`config.mk`:
```
export PLATFORM = sky130hd
export DESIGN_NAME = bfs_fault_frame
export DESIGN_NICKNAME = d
export VERILOG_FILES = /design/src/rtl/bfs_pkg.sv /design/src/rtl/bfs_fault_frame.sv /design/src/rtl/bfs_frame_word.sv /design/src/rtl/bfs_op_decode.sv
export SDC_FILE = /design/constraint.sdc
export NUM_CORES = 1
export LEC_CHECK = 0
export ABC_AREA = 1
export BUFFER_PORTS_ARGS = -buffer_cell sky130_fd_sc_hd__buf_2
export CORE_MARGIN = 2
export CORE_UTILIZATION = 49
export CTS_CLUSTER_DIAMETER = 50
export DETAILED_ROUTE_END_ITERATION = 6
export HOLD_SLACK_MARGIN = 0.03
export PLACE_DENSITY = 0.79
export SLEW_MARGIN = 20
export SYNTH_ARGS = -nofsm -noshare
export SYNTH_HDL_FRONTEND = slang
export SYNTH_SLANG_ARGS = --single-unit
```
`constraint.sdc`:
```
create_clock -name ref_clk -period 1.9 [get_ports ref_clk]
set_input_delay 0 -clock ref_clk [delete_from_list [all_inputs] [get_ports ref_clk]]
set_output_delay 0 -clock ref_clk [all_outputs]
set_load 0.02 [all_outputs]
```
`src/rtl/bfs_pkg.sv`:
```
package bfs_pkg;
	localparam int WORDS_FRAME = 12;
	localparam logic [3:0] FRAME_WORDS = 4'hc;
	// byte offsets within the frame, relative to final stack pointer
	localparam logic [7:0] OFF_SR = 8'h00;
	localparam logic [7:0] OFF_RPC = 8'h02;
	localparam logic [7:0] OFF_FMT = 8'h06;
	localparam logic [7:0] OFF_FADDR = 8'h08;
	localparam logic [7:0] OFF_DHOLD = 8'h0c;
	localparam logic [7:0] OFF_CPC = 8'h10;
	localparam logic [7:0] OFF_XCNT = 8'h14;
	localparam logic [7:0] OFF_FSW = 8'h16;
	localparam logic [7:0] OFF_XCNT_SHORT = 8'h10;
	localparam logic [7:0] OFF_FSW_SHORT = 8'h12;
	localparam logic [7:0] FRAME_BYTES = 8'h18;
	localparam logic [31:0] NESTED_GAP = 32'h0000_0006;
	localparam logic [3:0] FMT_BUS_FAULT = 4'hc;
	localparam logic [3:0] FMT_SHORT = 4'h0;
	// fault status word fields
	localparam int FSW_TYPE = 15;
	localparam int FSW_MULTI = 14;
	localparam int FSW_ZERO = 13;
	localparam logic [1:0] KIND_NORMAL = 2'h0;
	localparam logic [1:0] KIND_MULTI = 2'h1;
	localparam logic [1:0] KIND_NESTED = 2'h2;
	// opcode decode
	localparam logic [15:0] BKPT_LO = 16'h4848;
	localparam logic [15:0] BKPT_HI = 16'h484f;
	localparam logic [3:0] LINE_A = 4'ha;
	localparam logic [3:0] LINE_F = 4'hf;
	// vector numbers
	localparam logic [7:0] VEC_ILLEGAL = 8'h04;
	localparam logic [7:0] VEC_LINE_A = 8'h0a;
	localparam logic [7:0] VEC_LINE_F = 8'h0b;
	localparam logic [7:0] VEC_TRACE = 8'h09;
	localparam logic [7:0] VEC_FORMAT = 8'h0e;
	localparam logic [7:0] VEC_BUSFAULT = 8'h02;
	// register port map
	localparam logic [3:0] REG_CTRL = 4'h0;
	localparam logic [3:0] REG_FSW = 4'h1;
	localparam logic [3:0] REG_STATUS = 4'h2;
	localparam logic [3:0] REG_COUNT = 4'h3;
	localparam int CTRL_TRACE = 0;
	localparam int CTRL_FLOW = 1;
endpackage

```
`src/rtl/bfs_fault_frame.sv`:
```
// Added by the designer: the plain strobed port and the placing of the registers.
`timescale 1ns/1ps
`default_nettype none
// Overview of operation
// - a bus fault pushes exactly twelve 16-bit words on supervisor stack
// - three frame variants differ in type and multi-move flags, move count byte and stack placement
// - status word: type bit 15, multi-move bit 14, bit 13 zero, rest bus state
// - transfer count word at offset 14: revision byte and move count byte
// - return compares stacked revision with own before reusing state
// - move count reloaded only when stacked multi-move flag set
// - prefetch and ordinary operand faults write flag pair 00
// - multi-register move operand faults write flag pair 01
// - faults during exception processing write 10, frame below faulted one
// - nested fault stacking starts at earlier stack pointer minus six
// - short faulted frame: no current pc, count at 10, status at 12
// - dynamically sized cycle reports upper byte address as fault address
// - frame layout: sr 0, pc 2, format 6, addr 8, data c, pc 10, count 14, status 16
// - format word carries code c in top four bits plus vector offset
// - hidden state is only bus controller state and one register
// - trace raises exception after each instruction, or only on flow change
// - opcodes 4848 through 484f are software breakpoints
// - a-line and f-line opcodes take their own vectors
// - continued move refetches without new address, same mask rescans
module bfs_fault_frame
	import bfs_pkg::*;
#(
	parameter logic [7:0] REVISION = 8'h01 // arbitrary value
)(
	// clock and reset
	input wire logic ref_clk,
	input wire logic rst_b,
	// register port
	input wire logic [3:0] regAddr,
	input wire logic [15:0] regWdata,
	input wire logic regWr,
	input wire logic regRd,
	output logic [15:0] regRdata,
	// fault capture from bus controller
	input wire logic faultReq,
	input wire logic inException,
	input wire logic inMultiMove,
	input wire logic dynSized,
	input wire logic [31:0] cycleAddr,
	input wire logic [12:0] busState,
	input wire logic [31:0] dataHold,
	input wire logic [15:0] srWord,
	input wire logic [31:0] retPc,
	input wire logic [31:0] curPc,
	input wire logic [7:0] vecOffset,
	input wire logic [7:0] moveCount,
	input wire logic [31:0] stackPtr,
	input wire logic [31:0] priorSp,
	input wire logic shortFaulted,
	// return request
	input wire logic restoreReq,
	input wire logic [15:0] stkXfer,
	input wire logic [15:0] stkFsw,
	// instruction stream
	input wire logic [15:0] opcode,
	input wire logic opDone,
	input wire logic flowChange,
	// stack write port
	output logic stkWr,
	output logic [31:0] stkAddr,
	output logic [15:0] stkData,
	output logic [31:0] newSp,
	output logic frameDone,
	// restore results
	output logic moveLoad,
	output logic [7:0] moveReload,
	output logic moveContinue,
	output logic restoreOk,
	// exception requests
	output logic excReq,
	output logic [7:0] excVec
);
	typedef enum {ST_IDLE, ST_PUSH} bfs_state_t;
	typedef struct packed {
		bfs_state_t st;
		logic [3:0] cnt;
		logic [31:0] addr;
		logic [31:0] faultAddr;
		logic [31:0] dataHold;
		logic [15:0] sr;
		logic [31:0] retPc;
		logic [31:0] curPc;
		logic [15:0] fmt;
		logic [15:0] xfer;
		logic [15:0] fsw;
		logic shortFr;
		logic [1:0] ctrl;
		logic stkWr;
		logic [31:0] stkAddr;
		logic [15:0] stkData;
		logic [31:0] newSp;
		logic frameDone;
		logic moveLoad;
		logic [7:0] moveReload;
		logic moveContinue;
		logic restoreOk;
		logic excReq;
		logic [7:0] excVec;
		logic [15:0] rdata;
	} bfs_regs_t;
	bfs_regs_t r_q, r_d;
	logic [15:0] wordOut;
	logic [7:0] offNow;
	logic isBreak, isLine;
	logic [7:0] lineVec;
	logic [1:0] kind;
	logic [31:0] base;

	bfs_op_decode u_dec (
		.opcode(opcode),
		.opValid(opDone),
		.isBreak(isBreak),
		.isLine(isLine),
		.lineVec(lineVec)
	);

	// offset of the word being written, counted from the frame's final top
	// short frames are remapped inside the word mux, so the count alone sets the offset
	assign offNow = {3'h0, r_q.cnt, 1'b0};

	bfs_frame_word u_word (
		.srWord(r_q.sr),
		.retPc(r_q.retPc),
		.fmtWord(r_q.fmt),
		.faultAddr(r_q.faultAddr),
		.dataHold(r_q.dataHold),
		.curPc(r_q.curPc),
		.xferWord(r_q.xfer),
		.fswWord(r_q.fsw),
		.shortFrame(r_q.shortFr),
		.offset(offNow),
		.word(wordOut)
	);

	always_comb begin
		kind = inException ? KIND_NESTED : (inMultiMove ? KIND_MULTI : KIND_NORMAL);
		base = inException ? priorSp - NESTED_GAP : stackPtr;
	end

	always_comb begin
		r_d = r_q;
		r_d.stkWr = 1'b0;
		r_d.frameDone = 1'b0;
		r_d.moveLoad = 1'b0;
		r_d.restoreOk = 1'b0;
		r_d.excReq = 1'b0;
		r_d.rdata = 16'h0000;
		case (r_q.st)
			ST_IDLE: begin
				if (faultReq) begin
					// only bus state and the count register are kept as hidden state
					r_d.fsw = {kind, 1'b0, busState};
					// dynamic cycles report the upper byte address
					r_d.faultAddr = dynSized ? {cycleAddr[31:1], 1'b0} : cycleAddr;
					r_d.dataHold = dataHold;
					r_d.sr = srWord;
					r_d.retPc = retPc;
					r_d.curPc = curPc;
					r_d.fmt = {FMT_BUS_FAULT, 4'h0, vecOffset};
					r_d.xfer = {REVISION, (kind == KIND_MULTI) ? moveCount : 8'h00};
					r_d.shortFr = inException && shortFaulted;
					r_d.cnt = 4'(WORDS_FRAME - 1);
					r_d.addr = base - 32'h0000_0002;
					r_d.st = ST_PUSH;
				end else if (restoreReq) begin
					if (stkXfer[15:8] != REVISION) begin
						r_d.excReq = 1'b1;
						r_d.excVec = VEC_FORMAT;
					end else begin
						r_d.restoreOk = 1'b1;
						// a cleared flag means the handler wants a full restart
						r_d.moveContinue = stkFsw[FSW_MULTI];
						r_d.moveLoad = stkFsw[FSW_MULTI];
						r_d.moveReload = stkXfer[7:0];
					end
				end else if (opDone && isBreak) begin
					r_d.excReq = 1'b1;
					r_d.excVec = VEC_ILLEGAL;
				end else if (opDone && isLine) begin
					r_d.excReq = 1'b1;
					r_d.excVec = lineVec;
				end else if (opDone && r_q.ctrl[CTRL_TRACE] &&
					(!r_q.ctrl[CTRL_FLOW] || flowChange)) begin
					r_d.excReq = 1'b1;
					r_d.excVec = VEC_TRACE;
				end
			end
			ST_PUSH: begin
				r_d.stkWr = 1'b1;
				r_d.stkAddr = r_q.addr;
				r_d.stkData = wordOut;
				r_d.addr = r_q.addr - 32'h0000_0002;
				if (r_q.cnt == 4'h0) begin
					r_d.newSp = r_q.addr;
					r_d.frameDone = 1'b1;
					r_d.st = ST_IDLE;
				end else begin
					r_d.cnt = r_q.cnt - 4'h1;
				end
			end
			default: r_d.st = ST_IDLE;
		endcase
		if (regWr && regAddr == REG_CTRL) begin
			r_d.ctrl = regWdata[1:0];
		end
		if (regWr && regAddr == REG_FSW && r_q.st == ST_IDLE && !faultReq) begin
			r_d.fsw = {regWdata[15:14], 1'b0, regWdata[12:0]};
		end
		if (regRd) begin
			case (regAddr)
				REG_CTRL: r_d.rdata = {14'h0000, r_q.ctrl};
				REG_FSW: r_d.rdata = r_q.fsw;
				REG_STATUS: r_d.rdata = {15'h0000, r_q.st == ST_PUSH};
				REG_COUNT: r_d.rdata = {12'h000, r_q.cnt};
				default: r_d.rdata = 16'h0000;
			endcase
		end
	end

	always_ff @(posedge ref_clk or negedge rst_b) begin
		if (!rst_b) begin
			r_q <= '{st: ST_IDLE, default: '0};
		end else begin
			r_q <= r_d;
		end
	end

	assign regRdata = r_q.rdata;
	assign stkWr = r_q.stkWr;
	assign stkAddr = r_q.stkAddr;
	assign stkData = r_q.stkData;
	assign newSp = r_q.newSp;
	assign frameDone = r_q.frameDone;
	assign moveLoad = r_q.moveLoad;
	assign moveReload = r_q.moveReload;
	assign moveContinue = r_q.moveContinue;
	assign restoreOk = r_q.restoreOk;
	assign excReq = r_q.excReq;
	assign excVec = r_q.excVec;

	// pushes counted since a fault was taken
	logic [4:0] pushCnt;
	always_ff @(posedge ref_clk or negedge rst_b) begin
		if (!rst_b) begin
			pushCnt <= 5'h00;
		end else if (faultReq && r_q.st == ST_IDLE) begin
			pushCnt <= 5'h00;
		end else if (r_q.stkWr) begin
			pushCnt <= pushCnt + 5'h01;
		end
	end

	property p_frame_len;
		@(posedge ref_clk) disable iff (!rst_b)
		r_q.frameDone |-> pushCnt == 5'd11;
	endproperty
	a_frame_len: assert property (p_frame_len) else $error("frame not twelve words");

	property p_bit13;
		@(posedge ref_clk) disable iff (!rst_b)
		r_q.st == ST_PUSH |-> r_q.fsw[FSW_ZERO] == 1'b0;
	endproperty
	a_bit13: assert property (p_bit13) else $error("status bit 13 set");

	property p_kind_multi;
		@(posedge ref_clk) disable iff (!rst_b)
		(r_q.st == ST_IDLE && faultReq && !inException && inMultiMove)
		|=> r_q.fsw[15:14] == KIND_MULTI;
	endproperty
	a_kind_multi: assert property (p_kind_multi) else $error("multi move pair wrong");

	property p_kind_norm;
		@(posedge ref_clk) disable iff (!rst_b)
		(r_q.st == ST_IDLE && faultReq && !inException && !inMultiMove)
		|=> r_q.fsw[15:14] == KIND_NORMAL;
	endproperty
	a_kind_norm: assert property (p_kind_norm) else $error("normal pair wrong");

	property p_nested;
		@(posedge ref_clk) disable iff (!rst_b)
		(r_q.st == ST_IDLE && faultReq && inException)
		|=> r_q.fsw[15:14] == KIND_NESTED && r_q.addr == $past(priorSp) - 32'h8;
	endproperty
	a_nested: assert property (p_nested) else $error("nested frame placement wrong");

	property p_downward;
		@(posedge ref_clk) disable iff (!rst_b)
		r_q.stkWr && $past(r_q.stkWr) |-> r_q.stkAddr == $past(r_q.stkAddr) - 32'h2;
	endproperty
	a_downward: assert property (p_downward) else $error("stack not descending");

	property p_format;
		@(posedge ref_clk) disable iff (!rst_b)
		r_q.st == ST_PUSH |-> r_q.fmt[15:12] == FMT_BUS_FAULT;
	endproperty
	a_format: assert property (p_format) else $error("format code wrong");

	property p_revision;
		@(posedge ref_clk) disable iff (!rst_b)
		(r_q.st == ST_IDLE && !faultReq && restoreReq && stkXfer[15:8] != REVISION)
		|=> r_q.excReq && r_q.excVec == VEC_FORMAT && !r_q.restoreOk;
	endproperty
	a_revision: assert property (p_revision) else $error("mismatch not refused");

	property p_reload;
		@(posedge ref_clk) disable iff (!rst_b)
		r_q.moveLoad |-> r_q.restoreOk && $past(stkFsw[FSW_MULTI]);
	endproperty
	a_reload: assert property (p_reload) else $error("count reload without flag");

	property p_dyn;
		@(posedge ref_clk) disable iff (!rst_b)
		(r_q.st == ST_IDLE && faultReq && dynSized) |=> r_q.faultAddr[0] == 1'b0;
	endproperty
	a_dyn: assert property (p_dyn) else $error("upper byte address not kept");

	c_normal: cover property (@(posedge ref_clk) disable iff (!rst_b)
		r_q.frameDone && r_q.fsw[15:14] == KIND_NORMAL);
	c_multi: cover property (@(posedge ref_clk) disable iff (!rst_b)
		r_q.frameDone && r_q.fsw[15:14] == KIND_MULTI);
	c_nested: cover property (@(posedge ref_clk) disable iff (!rst_b)
		r_q.frameDone && r_q.shortFr);
	c_restore: cover property (@(posedge ref_clk) disable iff (!rst_b) r_q.moveLoad);
endmodule // bfs_fault_frame
`default_nettype wire

```
`src/rtl/bfs_frame_word.sv`:
```
`timescale 1ns/1ps
`default_nettype none
module bfs_frame_word
	import bfs_pkg::*;
(
	// frame contents
	input wire logic [15:0] srWord,
	input wire logic [31:0] retPc,
	input wire logic [15:0] fmtWord,
	input wire logic [31:0] faultAddr,
	input wire logic [31:0] dataHold,
	input wire logic [31:0] curPc,
	input wire logic [15:0] xferWord,
	input wire logic [15:0] fswWord,
	input wire logic shortFrame,
	// selection
	input wire logic [7:0] offset,
	output logic [15:0] word
);
	always_comb begin
		word = 16'h0000;
		if (shortFrame && offset == OFF_XCNT_SHORT) begin
			word = xferWord;
		end else if (shortFrame && offset == OFF_FSW_SHORT) begin
			word = fswWord;
		end else if (shortFrame && offset >= OFF_XCNT) begin
			// slots freed by the missing pc stay empty
			word = 16'h0000;
		end else begin
			case (offset)
				OFF_SR: word = srWord;
				OFF_RPC: word = retPc[31:16];
				OFF_RPC + 8'h02: word = retPc[15:0];
				OFF_FMT: word = fmtWord;
				OFF_FADDR: word = faultAddr[31:16];
				OFF_FADDR + 8'h02: word = faultAddr[15:0];
				OFF_DHOLD: word = dataHold[31:16];
				OFF_DHOLD + 8'h02: word = dataHold[15:0];
				OFF_CPC: word = curPc[31:16];
				OFF_CPC + 8'h02: word = curPc[15:0];
				OFF_XCNT: word = xferWord;
				OFF_FSW: word = fswWord;
				default: word = 16'h0000;
			endcase
		end
	end
endmodule // bfs_frame_word
`default_nettype wire

```
`src/rtl/bfs_op_decode.sv`:
```
`timescale 1ns/1ps
`default_nettype none
module bfs_op_decode
	import bfs_pkg::*;
(
	// opcode in
	input wire logic [15:0] opcode,
	input wire logic opValid,
	// classification
	output logic isBreak,
	output logic isLine,
	output logic [7:0] lineVec
);
	always_comb begin
		isBreak = opValid && opcode >= BKPT_LO && opcode <= BKPT_HI;
		isLine = opValid && (opcode[15:12] == LINE_A || opcode[15:12] == LINE_F);
		// separate vectors keep emulation off the illegal-opcode path
		lineVec = (opcode[15:12] == LINE_A) ? VEC_LINE_A : VEC_LINE_F;
	end
endmodule // bfs_op_decode
`default_nettype wire

```
# Word level (Yosys, flattened, before mapping)
# Cells that the tools add are included.
dict set report word_totals {
  elab_cells 124
  out_inout_bits 118
  input_bits 317
  reg_bits 367
}
dict set report classes {
  eq_ne 24
  n_mux 30
  magnitude_cmp 3
  n_bitwise 2
  n_reduce_logical 36
  add_sub_neg 4
}
# op n
set op_table {}
lappend op_table {{261-bit two-way mux} 1}
lappend op_table {{16-bit case mux with 12 select lines} 1}
lappend op_table {{82-bit two-way mux} 1}
lappend op_table {{16-bit two-way mux} 5}
lappend op_table {{36-bit case mux with 2 select lines} 1}
lappend op_table {{32-bit zero test} 2}
lappend op_table {{32-bit two-way mux} 2}
lappend op_table {{16-bit case mux with 4 select lines} 1}
lappend op_table {{32-bit case mux with 2 select lines} 1}
lappend op_table {{32-bit by 2-bit subtractor with 32-bit output (second input constant)} 2}
lappend op_table {{9-bit two-way mux} 5}
lappend op_table {{20-bit two-way mux} 2}
lappend op_table {{33-bit two-way mux} 1}
lappend op_table {{32-bit by 1-bit == test with 1-bit output (second input constant)} 1}
lappend op_table {{32-bit by 2-bit == test with 1-bit output (second input constant)} 1}
lappend op_table {{32-bit by 3-bit subtractor with 32-bit output (second input constant)} 1}
lappend op_table {{4-bit == test (second input constant)} 6}
lappend op_table {{11-bit two-way mux} 2}
lappend op_table {{17-bit two-way mux} 1}
lappend op_table {{4-bit by 2-bit == test with 1-bit output (second input constant)} 4}
lappend op_table {{4-bit by 3-bit == test with 1-bit output (second input constant)} 4}
lappend op_table {{16-bit by 15-bit >= comparator with 1-bit output (second input constant)} 1}
lappend op_table {{16-bit by 15-bit <= comparator with 1-bit output (second input constant)} 1}
lappend op_table {{1-bit logical AND} 15}
lappend op_table {{21 further kinds} 37}

# Depth between registers and ports, before layout
# Gate-level depths: netlist of run 1.
dict set report logic_depth {
  depth_word 9
  ltp_mapped 17
  mapped_depth_nobuf 17
}

# By module
# A second synthesis of run 1 with hierarchy kept.
dict set report unflattened {
  cells_unflattened 2617
  area_unflattened_um2 18686.7
}
# mod seq_area_each_um2 area_per_inst_um2 cells_per_inst instances
set by_module_without_submodules {}
lappend by_module_without_submodules {bfs_fault_frame 8358.0 16445.8 2091 1}
lappend by_module_without_submodules {bfs_frame_word 0.0 2075.7 492 1}
lappend by_module_without_submodules {bfs_op_decode 0.0 165.2 34 1}

# Least setup slack after synthesis of run 1
# Ideal clock, no wire load.
dict set report synth_path {
  path_type {flip-flop to flip-flop}
  from {reg r_q[314] in the netlist's numbering}
  to {reg r_q[342] in the netlist's numbering}
  t_required_ps 1783
  slack_ps -117
  path_stages_with_launch 16
  period_less_slack_ps 2017
  n_path_buf 0
  setup_time_ps 117
  t_arrival_ps 1899
  cell_sequence {dfrtp_1 inv_1 ha_1 inv_1 nor2_2 nand3_1 nor3b_2 nand3_1 nor2_1 nand2_1 nor2_2 nand3_1 nor2_1 o21ai_0 inv_1 nand2_1}
}
dict set report synth_via {
  elab_chain_len 2
}
# item line_no
set synth_lines {}
lappend synth_lines {{start, declared} bfs_fault_frame.sv:105} ;# bfs_regs_t r_q, r_d;
lappend synth_lines {{start signal, assigned} bfs_fault_frame.sv:228} ;# r_q <= r_d;
lappend synth_lines {{32-bit by 2-bit subtractor with 32-bit output} bfs_fault_frame.sv:196} ;# r_d.addr = r_q.addr - 32'h0000_0002;
lappend synth_lines {{36-bit case mux with 2 select lines} bfs_fault_frame.sv:152} ;# case (r_q.st)
# No other way between the ends.
# A chain may end at the register's enable or synchronous reset.

# Worst setup path after layout of run 1
dict set report layout_path {
  from {reg r_q (netlist bit offNow[1])}
  to {reg r_q (netlist bit stkData[2])}
}
dict set report layout_via {
  elab_chain_len 5
  elab_cells_between_ends 20
  cone_classes {order compare (1); eq/ne (11); mux (4); reduce/logical (4)}
}
# item line_no
set layout_lines {}
lappend layout_lines {{5-bit >= comparator, or another cell as far along} bfs_frame_word.sv:26} ;# end else if (shortFrame && offset >= OFF_XCNT) begin
lappend layout_lines {{1-bit logical AND / 16-bit case mux with 12 select lines (equally long branches)} {bfs_frame_word.sv:26, bfs_frame_word.sv:30}}
lappend layout_lines {{16-bit two-way mux} bfs_frame_word.sv:26}
lappend layout_lines {{16-bit two-way mux} bfs_frame_word.sv:24} ;# end else if (shortFrame && offset == OFF_FSW_SHORT) begin
lappend layout_lines {{16-bit two-way mux *} bfs_frame_word.sv:22} ;# if (shortFrame && offset == OFF_XCNT_SHORT) begin
# Mark *: on every way between the ends. The rest lies on a longest branch, timed or not.

==> impl_metrics.toml, run 1 <==
[run_status]
status = "finished with violations"
violations = "negative setup slack"

[setup_path]
crit_path_start = "offNow[1]"
crit_path_end_kind = "flip-flop"
slowest_delay_ns = 0.40
crit_family = "compound AO/OA/AOI/OAI gates"
rrSetupSlack_ns = -0.31
cp_data_required_time_ns = 2.31
cp-start-kind = "flip-flop"
worstSetupPathType = "flip-flop to flip-flop"
critical_path_depth = 10
critPathArrivalTime_ns = 2.62
path_max_fanout = 3
r2r_cells = 10
slowest_stage = "dfrtp_1"
rr_startpoint = "offNow[1]"
path_buf_inv = 4
worstPathCellList = "buf_6 -> ha_4 -> nand2_4 -> clkinvlp_4 -> buf_12 -> buf_8 -> a221oi_4 -> nand4_1 -> a21oi_2 -> o21ai_1"

[clocking]
clk_pin_slew_ns = 0.06
clockBufferDepth = 3
cts-root-buf = "clkbuf_16"
numCtsBuffers = 36
worstSkewPairLatency_ns = 0.54
htree_levels = 2
cts_sinks = 330
cts_tree = "yes"

[sta]
setup_violations = 32
period_share_pct = 116.4
rsz0062_at_grt = "yes"
finalHoldViolCount = 0
tightest_slew_ns = 0.6141
clock_skew_ns = 0.01801
layout_setup_ws_ns = -0.3111
hold_ws_ns = 0.02475
max_freq_ghz = 0.4523
drv_slew = 0
maxSlewHeadroom_pct = 59.06
period_needed_ns = 2.211

[die]
rows = 69
io_pins = 435
start_util_pct = 49.70
dieArea_um2 = 37530
fp.dieH_um = 193.7
die_x_um = 193.7
coreArea_um2 = 35480

[synth]
yosys_warnings = 0
avgSynthCellArea_um2 = 7.575
yosys.cell_types.count = 53
synth_ff_type = "dfrtp_1"
ys_ff_latch = 330
synth_area_um2 = 17640
synth_edf_count = 0
yosysSeqAreaShare_pct = 46.83
synthArstFlopShare_pct = 100.0
syn_inst = 2328

[grt]
grt_pass1_vias = 19670
grtUsageMet1_pct = 45.68
gr-usage-met3_pct = 6.558
grt_pass1_wl_um = 108600
grt_use_total_pct = 36.62
grt.overflow.total = 0
antenna_found_initial = 2
use_met2_pct = 59.89
grt-busiest-layer = "met2"
grt_max_degree = 83

[drt]
drt_iter0_drc = 1595
viasPerCell = 5.504
firstDrtPassIters = 6
wire_per_inst_um = 19.83
postRouteAntennaNets = 0
routed-via-count = 19570
wl_um = 70510
drc_errors = 0

[placement]
place_ws_ns = -0.6059
dpl-instance-area_um2 = 20770
place.gp.congestion = 0.9408
dp.cells = 3201
portBuffers = 411
hpwl_um = 46580

[cells_and_area]
layout-drive-gt1-share_pct = 31.00
finish.instance_area_um2 = 25980
syn_to_final_growth_pct = 47.34
fin_nets = 3391
instances_no_fill = 3556

[hold_path]
hp-class = "primary input to flip-flop"
worstHoldStart = "stackPtr[21]"
holdPathStages = 6

[power_and_ir_drop]
p_leak_nw = 13.35
p_per_area_nw_per_um2 = 1379
ir_worst_vdd_mv = 1.321
report.power.total_mw = 35.83

[job]
cap_violations = 0
==> worst register-to-register path: cells and delay by family (launching register included) <==
family / cells / cell delay, ns
compound gates: 3 / 0.63
buf+inv: 4 / 0.53
fa+ha+maj: 1 / 0.18
simple gates: 2 / 0.35
flops: 1 / 0.40
==> sequential cells by signal (all words and copies together) (netlist names) <==
name          count
newSp            32
stkData          16
regRdata         16
excVec            4
offNow            4
stkWr             1
frameDone         1
stkAddr          32
moveLoad          1
excReq            1
r_q             212
restoreOk         1
moveReload        8
moveContinue      1
==> cell usage after synthesis (10+ instances only) <==
cell	n	share of area, %
or2_2	14	0.50
a221oi_1	21	1.0
nand4_1	33	1.2
nand2_1	871	19
inv_1	202	4.3
nand3_1	117	3.3
o211ai_1	31	1.3
o22ai_1	22	0.78
nor2_4	11	0.70
a21oi_1	35	0.99
clkbuf_1	64	1.4
nand2_2	11	0.39
o21ai_0	147	4.2
buf_4	114	4.9
dfrtp_1	330	47
nor2_1	159	3.4
nor3_1	14	0.40
a22o_1	11	0.55
buf_1	10	0.21
==> layer usage <==
| layer | wire [µm] | vias to the layer above |
|---|---|---|
| met5 | 18 | - |
| met4 | 4833 | 2 |
| li1 | - | 8827 |
| met2 | 33000 | 1196 |
| met1 | 26470 | 9230 |
| met3 | 6192 | 317 |
==> worst paths after layout <==
path                                       to
worst max-delay path               stkData[2]
worst min-delay path                 r_q[334]
worst max register to register     stkData[2]
worst min register to register  moveReload[0]
max in group asynchronous         stkAddr[23]
min in group asynchronous            r_q[196]
==> layout make-up <==
class                      instances  area (µm²)
antenna                            1       2.502
multi-input combinational       1595        8392
inverter                         208       807.0
timing repair buffer             896        6681
clock inverter                    19       246.5
tap                              461       576.8
clock buffer                      46        1020
sequential                       330        8259
fill                            2483        9498
==> cells in the final DEF (no fill, tap or decap), types with 6 or more instances in the layout <==
master	instances
a21oi_1	25
a21oi_2	11
a221oi_2	11
a221oi_4	8
a22o_1	8
buf_12	19
buf_2	410
buf_4	205
buf_6	25
clkbuf_16	37
clkbuf_8	6
clkinv_2	8
dfrtp_1	329
dlygate4sd3_1	230
inv_1	183
inv_2	16
nand2_1	843
nand2_2	25
nand2_4	20
nand3_1	101
nand3_2	16
nand3_4	6
nand4_1	33
nor2_1	130
nor2_2	20
nor2_4	30
nor3_1	8
o211ai_1	31
o21ai_0	127
o21ai_1	20
o21bai_1	6
o221ai_1	6
o22ai_1	14
o22ai_2	8
or2_2	14
==> power by group <==
| part | total [mW] | switching, mW | internal (mW) |
|---|---|---|---|
| sequential | 12.5 | 2.47 | 10.0 |
| clock | 7.53 | 3.01 | 4.51 |
| combinational | 15.8 | 9.62 | 6.19 |
| total | 35.8 | 15.1 | 20.7 |
==> kinds of logic after synthesis <==
logic type	after synthesis	share of synthesized area, %
xor+xnor	4	0.1987
other cells	1	0.02126
flops	330	46.83
compound gates	304	10.44
fa+ha+maj	7	0.4966
buf+inv	408	11.38
simple gates	1274	30.63
==> per-stage QoR <==
step / setup TNS [ns] / util, %
2_1_floorplan: -0.1068 / -
3_3_place_gp: -7.653 / 58.52
3_5_place_dp: -9.621 / 58.52
4_1_cts: -2.961 / 72.05
5_1_grt: -7.287 / 73.23
6_report: -4.647 / 73.23
==> timing repair <==
action | 4_1_cts | 5_1_grt
hold buffers | 230 | 0
hold endpoints to repair | 531 | 0
gates cloned | 4 | 0
pin swaps | 54 | 60
endpoints found under the setup margin | 28 | 47
gates resized for setup | 197 | 78
setup buffers | 42 | 17
Note: power is estimated with default switching activity, not from simulation.
==> inputs of run 2 (changes only) <==
--- a/config.mk
+++ b/config.mk
@@ -8,12 +8,13 @@
 export ABC_AREA = 1
 export BUFFER_PORTS_ARGS = -buffer_cell sky130_fd_sc_hd__buf_2
 export CORE_MARGIN = 2
-export CORE_UTILIZATION = 49
+export CORE_UTILIZATION = 50
 export CTS_CLUSTER_DIAMETER = 50
 export DETAILED_ROUTE_END_ITERATION = 6
 export HOLD_SLACK_MARGIN = 0.03
-export PLACE_DENSITY = 0.79
+export PLACE_DENSITY = 0.8
 export SLEW_MARGIN = 20
 export SYNTH_ARGS = -nofsm -noshare
 export SYNTH_HDL_FRONTEND = slang
+export SYNTH_HIERARCHICAL = 1
 export SYNTH_SLANG_ARGS = --single-unit
==> impl_metrics.toml, run 2 <==
[run_status]
status = "finished with violations"
violations = "negative setup slack"

[cells_and_area]
fillCellCount = 2683
top_register = "r_q"
largest_reg_flops = 212
multi_input_area_um2 = 9086
finish.instance_area_um2 = 26310
regArea_um2 = 8363
layout-drive-gt1-share_pct = 26.55
layout_common_cells = "nand2_1, buf_2, dfrtp_1, dlygate4sd3_1, nor2_1"
final_common_cell = "nand2_1"
fin_nets = 3630
syn_to_final_growth_pct = 40.80

[drt]
viasPerCell = 5.403
drt_iter0_drc = 2133
firstDrtPassIters = 7
postRouteAntennaNets = 0
routed-via-count = 20600
drc_errors = 0
wire_per_inst_um = 18.65
wl_um = 71100

[power_and_ir_drop]
p_leak_nw = 14.18
ir_worst_vdd_mv = 0.6584
sw_frac_of_total_pct = 39.43
p_per_area_nw_per_um2 = 1198
combPwrFrac_pct = 35.0
intPower_mw = 19.09
power_frac_seq_pct = 38.9
pwr-share-clk_pct = 26.1
netSwitchingPower_mw = 12.43

[setup_path]
crit_path_end_kind = "flip-flop"
worstSetupPathType = "flip-flop to flip-flop"
cp-start-kind = "flip-flop"
cp_data_required_time_ns = 2.34
r2r_cells = 13
critPathArrivalTime_ns = 2.45
path_max_fanout = 3
slowest_stage = "dfrtp_1"
worstPathCellList = "nor2_1 -> inv_1 -> nor2_4 -> and2_4 -> nand2_4 -> nor2_4 -> nand4_1 -> inv_2 -> nand4_1 -> nand3_1 -> o21ai_1 -> inv_1 -> nand2_1"
slowest_delay_ns = 0.43

[synth]
synth_area_um2 = 18690
yosys.cell_types.count = 45
synth_ff_type = "dfrtp_1"
yosysMostFrequentCell = "nand2_1"
synth_edf_count = 0
syn_inst = 2617
yosys_warnings = 6
synthArstFlopShare_pct = 100.0
yosysSeqAreaShare_pct = 44.73
synth_top_area_cell = "dfrtp_1"
ys_ff_latch = 334
synth_common_cells = "nand2_1, dfrtp_1, nor2_1, nand3_1, inv_1"
avgSynthCellArea_um2 = 7.140
yosysTopAreaCellShare_pct = 44.73
synth.area.top_cells = "dfrtp_1, nand2_1, buf_4, nand3_1, nor2_1"

[sta]
period_share_pct = 105.9
layout_setup_ws_ns = -0.1122
max_freq_ghz = 0.4970
drv_slew = 0
maxSlewHeadroom_pct = 52.07
period_needed_ns = 2.012
tightest_slew_ns = 0.7190
rsz0062_at_grt = "yes"
clock_skew_ns = 0.03022
hold_ws_ns = 0.05690
finalHoldViolCount = 0
setup_violations = 26

[grt]
antenna_found_initial = 6
grt_use_total_pct = 35.26
grt.overflow.total = 0
grt_pass1_wl_um = 107200
grt_pass1_vias = 20010
grt_max_degree = 162

[die]
io_pins = 435
fp.dieH_um = 197.3
coreArea_um2 = 36700
rows = 70
start_util_pct = 50.92
dieArea_um2 = 38940
die_x_um = 197.3

[placement]
hpwl_um = 43950
place.gp.congestion = 0.9457
place_ws_ns = -0.1851
dpl-instance-area_um2 = 21510
portBuffers = 415

[clocking]
numCtsBuffers = 42
worstSkewPairLatency_ns = 0.57
cts_tree = "yes"
clk_pin_slew_ns = 0.06
cts-root-buf = "clkbuf_16"
clockBufferDepth = 3
cts_sinks = 334
htree_levels = 2

[hold_path]
holdPathStages = 6
hp-class = "primary input to flip-flop"

[job]
cap_violations = 0
-- run 2: cell types whose count changed in the layout (fill, tap and decap cells not counted), sizes merged, moves of 14 or more --
cell | before | now
nand2 | 888 | 1173
a221oi | 21 | 0
inv | 208 | 175
a21oi | 37 | 52
o21ai | 153 | 109
o22ai | 22 | 1
conb | 5 | 39
clkbuf | 46 | 60
nor2 | 182 | 251
nand3 | 123 | 184
buf | 665 | 592
-- run 2: what timing repair did --
| action | in CTS | in global routing |
|---|---|---|
| hold endpoints to repair | 555 | 0 |
| setup endpoints to repair | 26 | 70 |
| buffers inserted | 7 | 25 |
| hold buffers | 233 | 0 |
| pin swaps | 8 | 69 |
| resized for setup | 36 | 154 |
| cloned | 0 | 6 |
-- run 2: per-stage QoR --
step                power (mW)  TNS (ns)  utilization, %  cells
detailed placement       21.34    -1.874           58.61   3461
global placement         20.92    -1.072           58.61   3461
finish                   31.51    -1.296           71.70   3812
CTS                      30.14   -0.1774           69.32   3774
global route             33.21    -3.946           71.68   3809
floorplan                18.26         0               -   2653
-- run 2: routing by layer --
metal,wire length (µm),GRT usage (%)
met1,27150,44.38
met4,4480,18.91
met2,32630,57.06
met5,0,0
met3,6845,7.512
-- run 2: power by group through the flow --
stage | Combinational [mW] | Clock [mW] | Sequential, mW
after CTS | 9.93 | 8.25 | 12.0
final | 11.0 | 8.22 | 12.3
after global placement | 9.01 | 0 | 11.9
after global routing | 12.1 | 8.60 | 12.5
after floorplan | 6.82 | 0 | 11.4
after detailed placement | 9.32 | 0 | 12.0
-- run 2: cell families (layout without fill, tap and decap cells) --
group | Yosys count | in the layout | synth area share (%)
other cells | 3 | 46 | 0.06026
fa+ha+maj | 5 | 5 | 0.3348
flops | 334 | 334 | 44.73
simple gates | 1672 | 1672 | 37.73
buf+inv | 390 | 1074 | 10.61
compound gates | 207 | 207 | 6.254
xor+xnor | 6 | 6 | 0.2812
-- run 2: area by class of cell --
| type | count | area share, % |
|---|---|---|
| repair buffers | 829 | 23.44 |
| flip-flops and latches | 334 | 31.78 |
| inverters | 172 | 2.497 |
| diodes | 7 | 0.06657 |
| well taps | 468 | 2.225 |
| clock inverters | 17 | 0.9463 |
| multi-input cells | 1929 | 34.53 |
| clock buffers | 56 | 4.503 |
-- run 2: critical path, delay by kind of cell, from the launching register on --
kind / cells / cell delay [ns]
AND/OR/NAND/NOR: 9 / 1.06
flip-flops: 1 / 0.43
buffers and inverters: 3 / 0.34
AO/OA/AOI/OAI: 1 / 0.06
-- run 2: final timing paths --
kind	startpoint	end	slack [ns]
max reg2reg	r_q[317]	r_q[343]	-0.11
min reg2reg	moveReload[4]	moveReload[4]	0.47
min in group asynchronous	rst_b	offNow[2]	0.12
min	stackPtr[5]	r_q[318]	0.06
max in group asynchronous	rst_b	offNow[1]	0.78
max	r_q[317]	r_q[343]	-0.11
==> inputs of run 3 (changes only) <==
--- a/config.mk
+++ b/config.mk
@@ -13,7 +13,8 @@
 export DETAILED_ROUTE_END_ITERATION = 6
 export HOLD_SLACK_MARGIN = 0.03
 export PLACE_DENSITY = 0.8
-export SLEW_MARGIN = 20
+export SKIP_LAST_GASP = 1
+export SLEW_MARGIN = 10
 export SYNTH_ARGS = -nofsm -noshare
 export SYNTH_HDL_FRONTEND = slang
 export SYNTH_HIERARCHICAL = 1
==> impl_metrics.toml, run 3 (synthesis gave the netlist of run 2 again) <==
[setup_path]
critPathArrivalTime_ns = 2.47
cp_data_required_time_ns = 2.34
rr_startpoint = "offNow[2]"
crit_path_start = "offNow[2]"
worstSetupPathType = "flip-flop to flip-flop"
rrSetupSlack_ns = -0.13
cp-start-kind = "flip-flop"
crit_path_end_kind = "flip-flop"
path_max_fanout = 16

[drt]
viasPerCell = 5.381
wire_per_inst_um = 18.64
wl_um = 70860
postRouteAntennaNets = 0
firstDrtPassIters = 6
drt_iter0_drc = 1984
routed-via-count = 20450
drc_errors = 0

[sta]
finalHoldViolCount = 0
rsz0062_at_grt = "yes"
clock_skew_ns = 0.02735
layout_setup_ws_ns = -0.1349
tightest_slew_ns = 0.7106
drv_slew = 0
max_freq_ghz = 0.4914
maxSlewHeadroom_pct = 52.62
hold_ws_ns = 0.05021
setup_violations = 18
period_share_pct = 107.1
period_needed_ns = 2.035

[clocking]
cts_tree = "yes"
clockBufferDepth = 3
clk_pin_slew_ns = 0.06
worstSkewPairLatency_ns = 0.57
htree_levels = 2
cts-root-buf = "clkbuf_16"
cts_sinks = 334
numCtsBuffers = 42

[hold_path]
hp-class = "primary input to flip-flop"
worstHoldStart = "stackPtr[5]"

[cells_and_area]
instances_no_fill = 3801
layout_common_cells = "nand2_1, buf_2, dfrtp_1, dlygate4sd3_1, nor2_1"
largest_reg_flops = 212
top_register = "r_q"
fin_util_pct = 71.15
fin_nets = 3620
layout-drive-gt1-share_pct = 25.88
final_common_cell = "nand2_1"
syn_to_final_growth_pct = 39.73

[die]
dieArea_um2 = 38940
fp.dieH_um = 197.3
coreArea_um2 = 36700
start_util_pct = 50.92
rows = 70
die_x_um = 197.3
io_pins = 435

[power_and_ir_drop]
sw_frac_of_total_pct = 39.28
intPower_mw = 19.08
p_leak_nw = 13.94
p_per_area_nw_per_um2 = 1204
combPwrFrac_pct = 34.8
report.power.total_mw = 31.43
ir_worst_vdd_mv = 0.6637
netSwitchingPower_mw = 12.35
power_frac_seq_pct = 39.0
pwr-share-clk_pct = 26.2

[placement]
dp.cells = 3461
portBuffers = 415
place.gp.congestion = 0.9457
hpwl_um = 43950

[job]
cap_violations = 0

[grt]
grt_pass1_wl_um = 107200
antenna_found_initial = 6
grt_max_degree = 162
grt_pass1_vias = 20000
grt_use_total_pct = 35.25
grt.overflow.total = 0

[run_status]
violations = "negative setup slack"
status = "finished with violations"
## run 3: cell count changes in the layout (fill, tap and decap cells not counted), sizes merged
cell | previous run | this run
diode | 7 | 6
buf | 592 | 582
## run 3: metrics by stage
step | TNS, ns | instance area (µm²) | setup WS [ns]
3_3_place_gp | -1.072 | 21510 | -0.1579
3_5_place_dp | -1.874 | 21510 | -0.1851
5_1_grt | -3.370 | 26110 | -0.2022
4_1_cts | -0.2428 | 25430 | -0.06148
6_report | -1.232 | 26110 | -0.1349
2_1_floorplan | 0 | 18820 | 0.01262
## run 3: layer usage
metal / GRT usage (%) / vias to the layer above / routed length [µm]
li1: - / 9415 / -
met1: 44.30 / 9435 / 27240
met2: 57.02 / 1277 / 32490
met3: 7.649 / 323 / 6726
met4: 18.88 / 2 / 4385
met5: 0 / - / 14
## run 3: final timing paths
path	cells after the start	endpoint
setup / recovery	13	stkData[5]
hold / removal	6	r_q[318]
setup reg to reg	13	stkData[5]
hold reg to reg	2	moveReload[4]
max in group asynchronous	3	offNow[1]
min in group asynchronous	3	offNow[3]
## run 3: power by group through the flow
stage	Sequential [mW]	Clock (mW)	Combinational (mW)
global placement	11.9	0	9.01
global route	12.5	8.62	12.0
detailed placement	12.0	0	9.32
floorplan	11.4	0	6.82
CTS	12.0	8.25	9.92
finish	12.3	8.22	10.9
## run 3: critical path, cell delays in order (launching register included)
cell     delay (ns)
dfrtp_2        0.48
inv_2          0.11
nor2_4         0.05
nand2_2        0.14
nor2_4         0.05
buf_12         0.15
nand2_1        0.05
nand2_1        0.08
nor2_1         0.31
nand3_1        0.20
nand2_2        0.12
a21oi_2        0.05
nand2_1        0.06
nand2_1        0.05
## run 3: area by class of cell
class	instances	area [µm²]
Fill cell	2716	10590
Multi-Input combinational cell	1929	8962
Sequential cell	334	8364
Timing Repair Buffer	819	6093
Clock buffer	56	1185
Inverter	172	656.9
Tap cell	468	585.6
Clock inverter	17	249.0
Antenna cell	6	15.01
## run 3: timing repair
item | in CTS | in global routing
hold buffers | 233 | 0
endpoints found under the hold margin | 555 | 0
gates resized for setup | 33 | 127
gates cloned | 0 | 6
pin swaps | 8 | 44
endpoints found under the setup margin | 26 | 71
setup buffers | 7 | 15
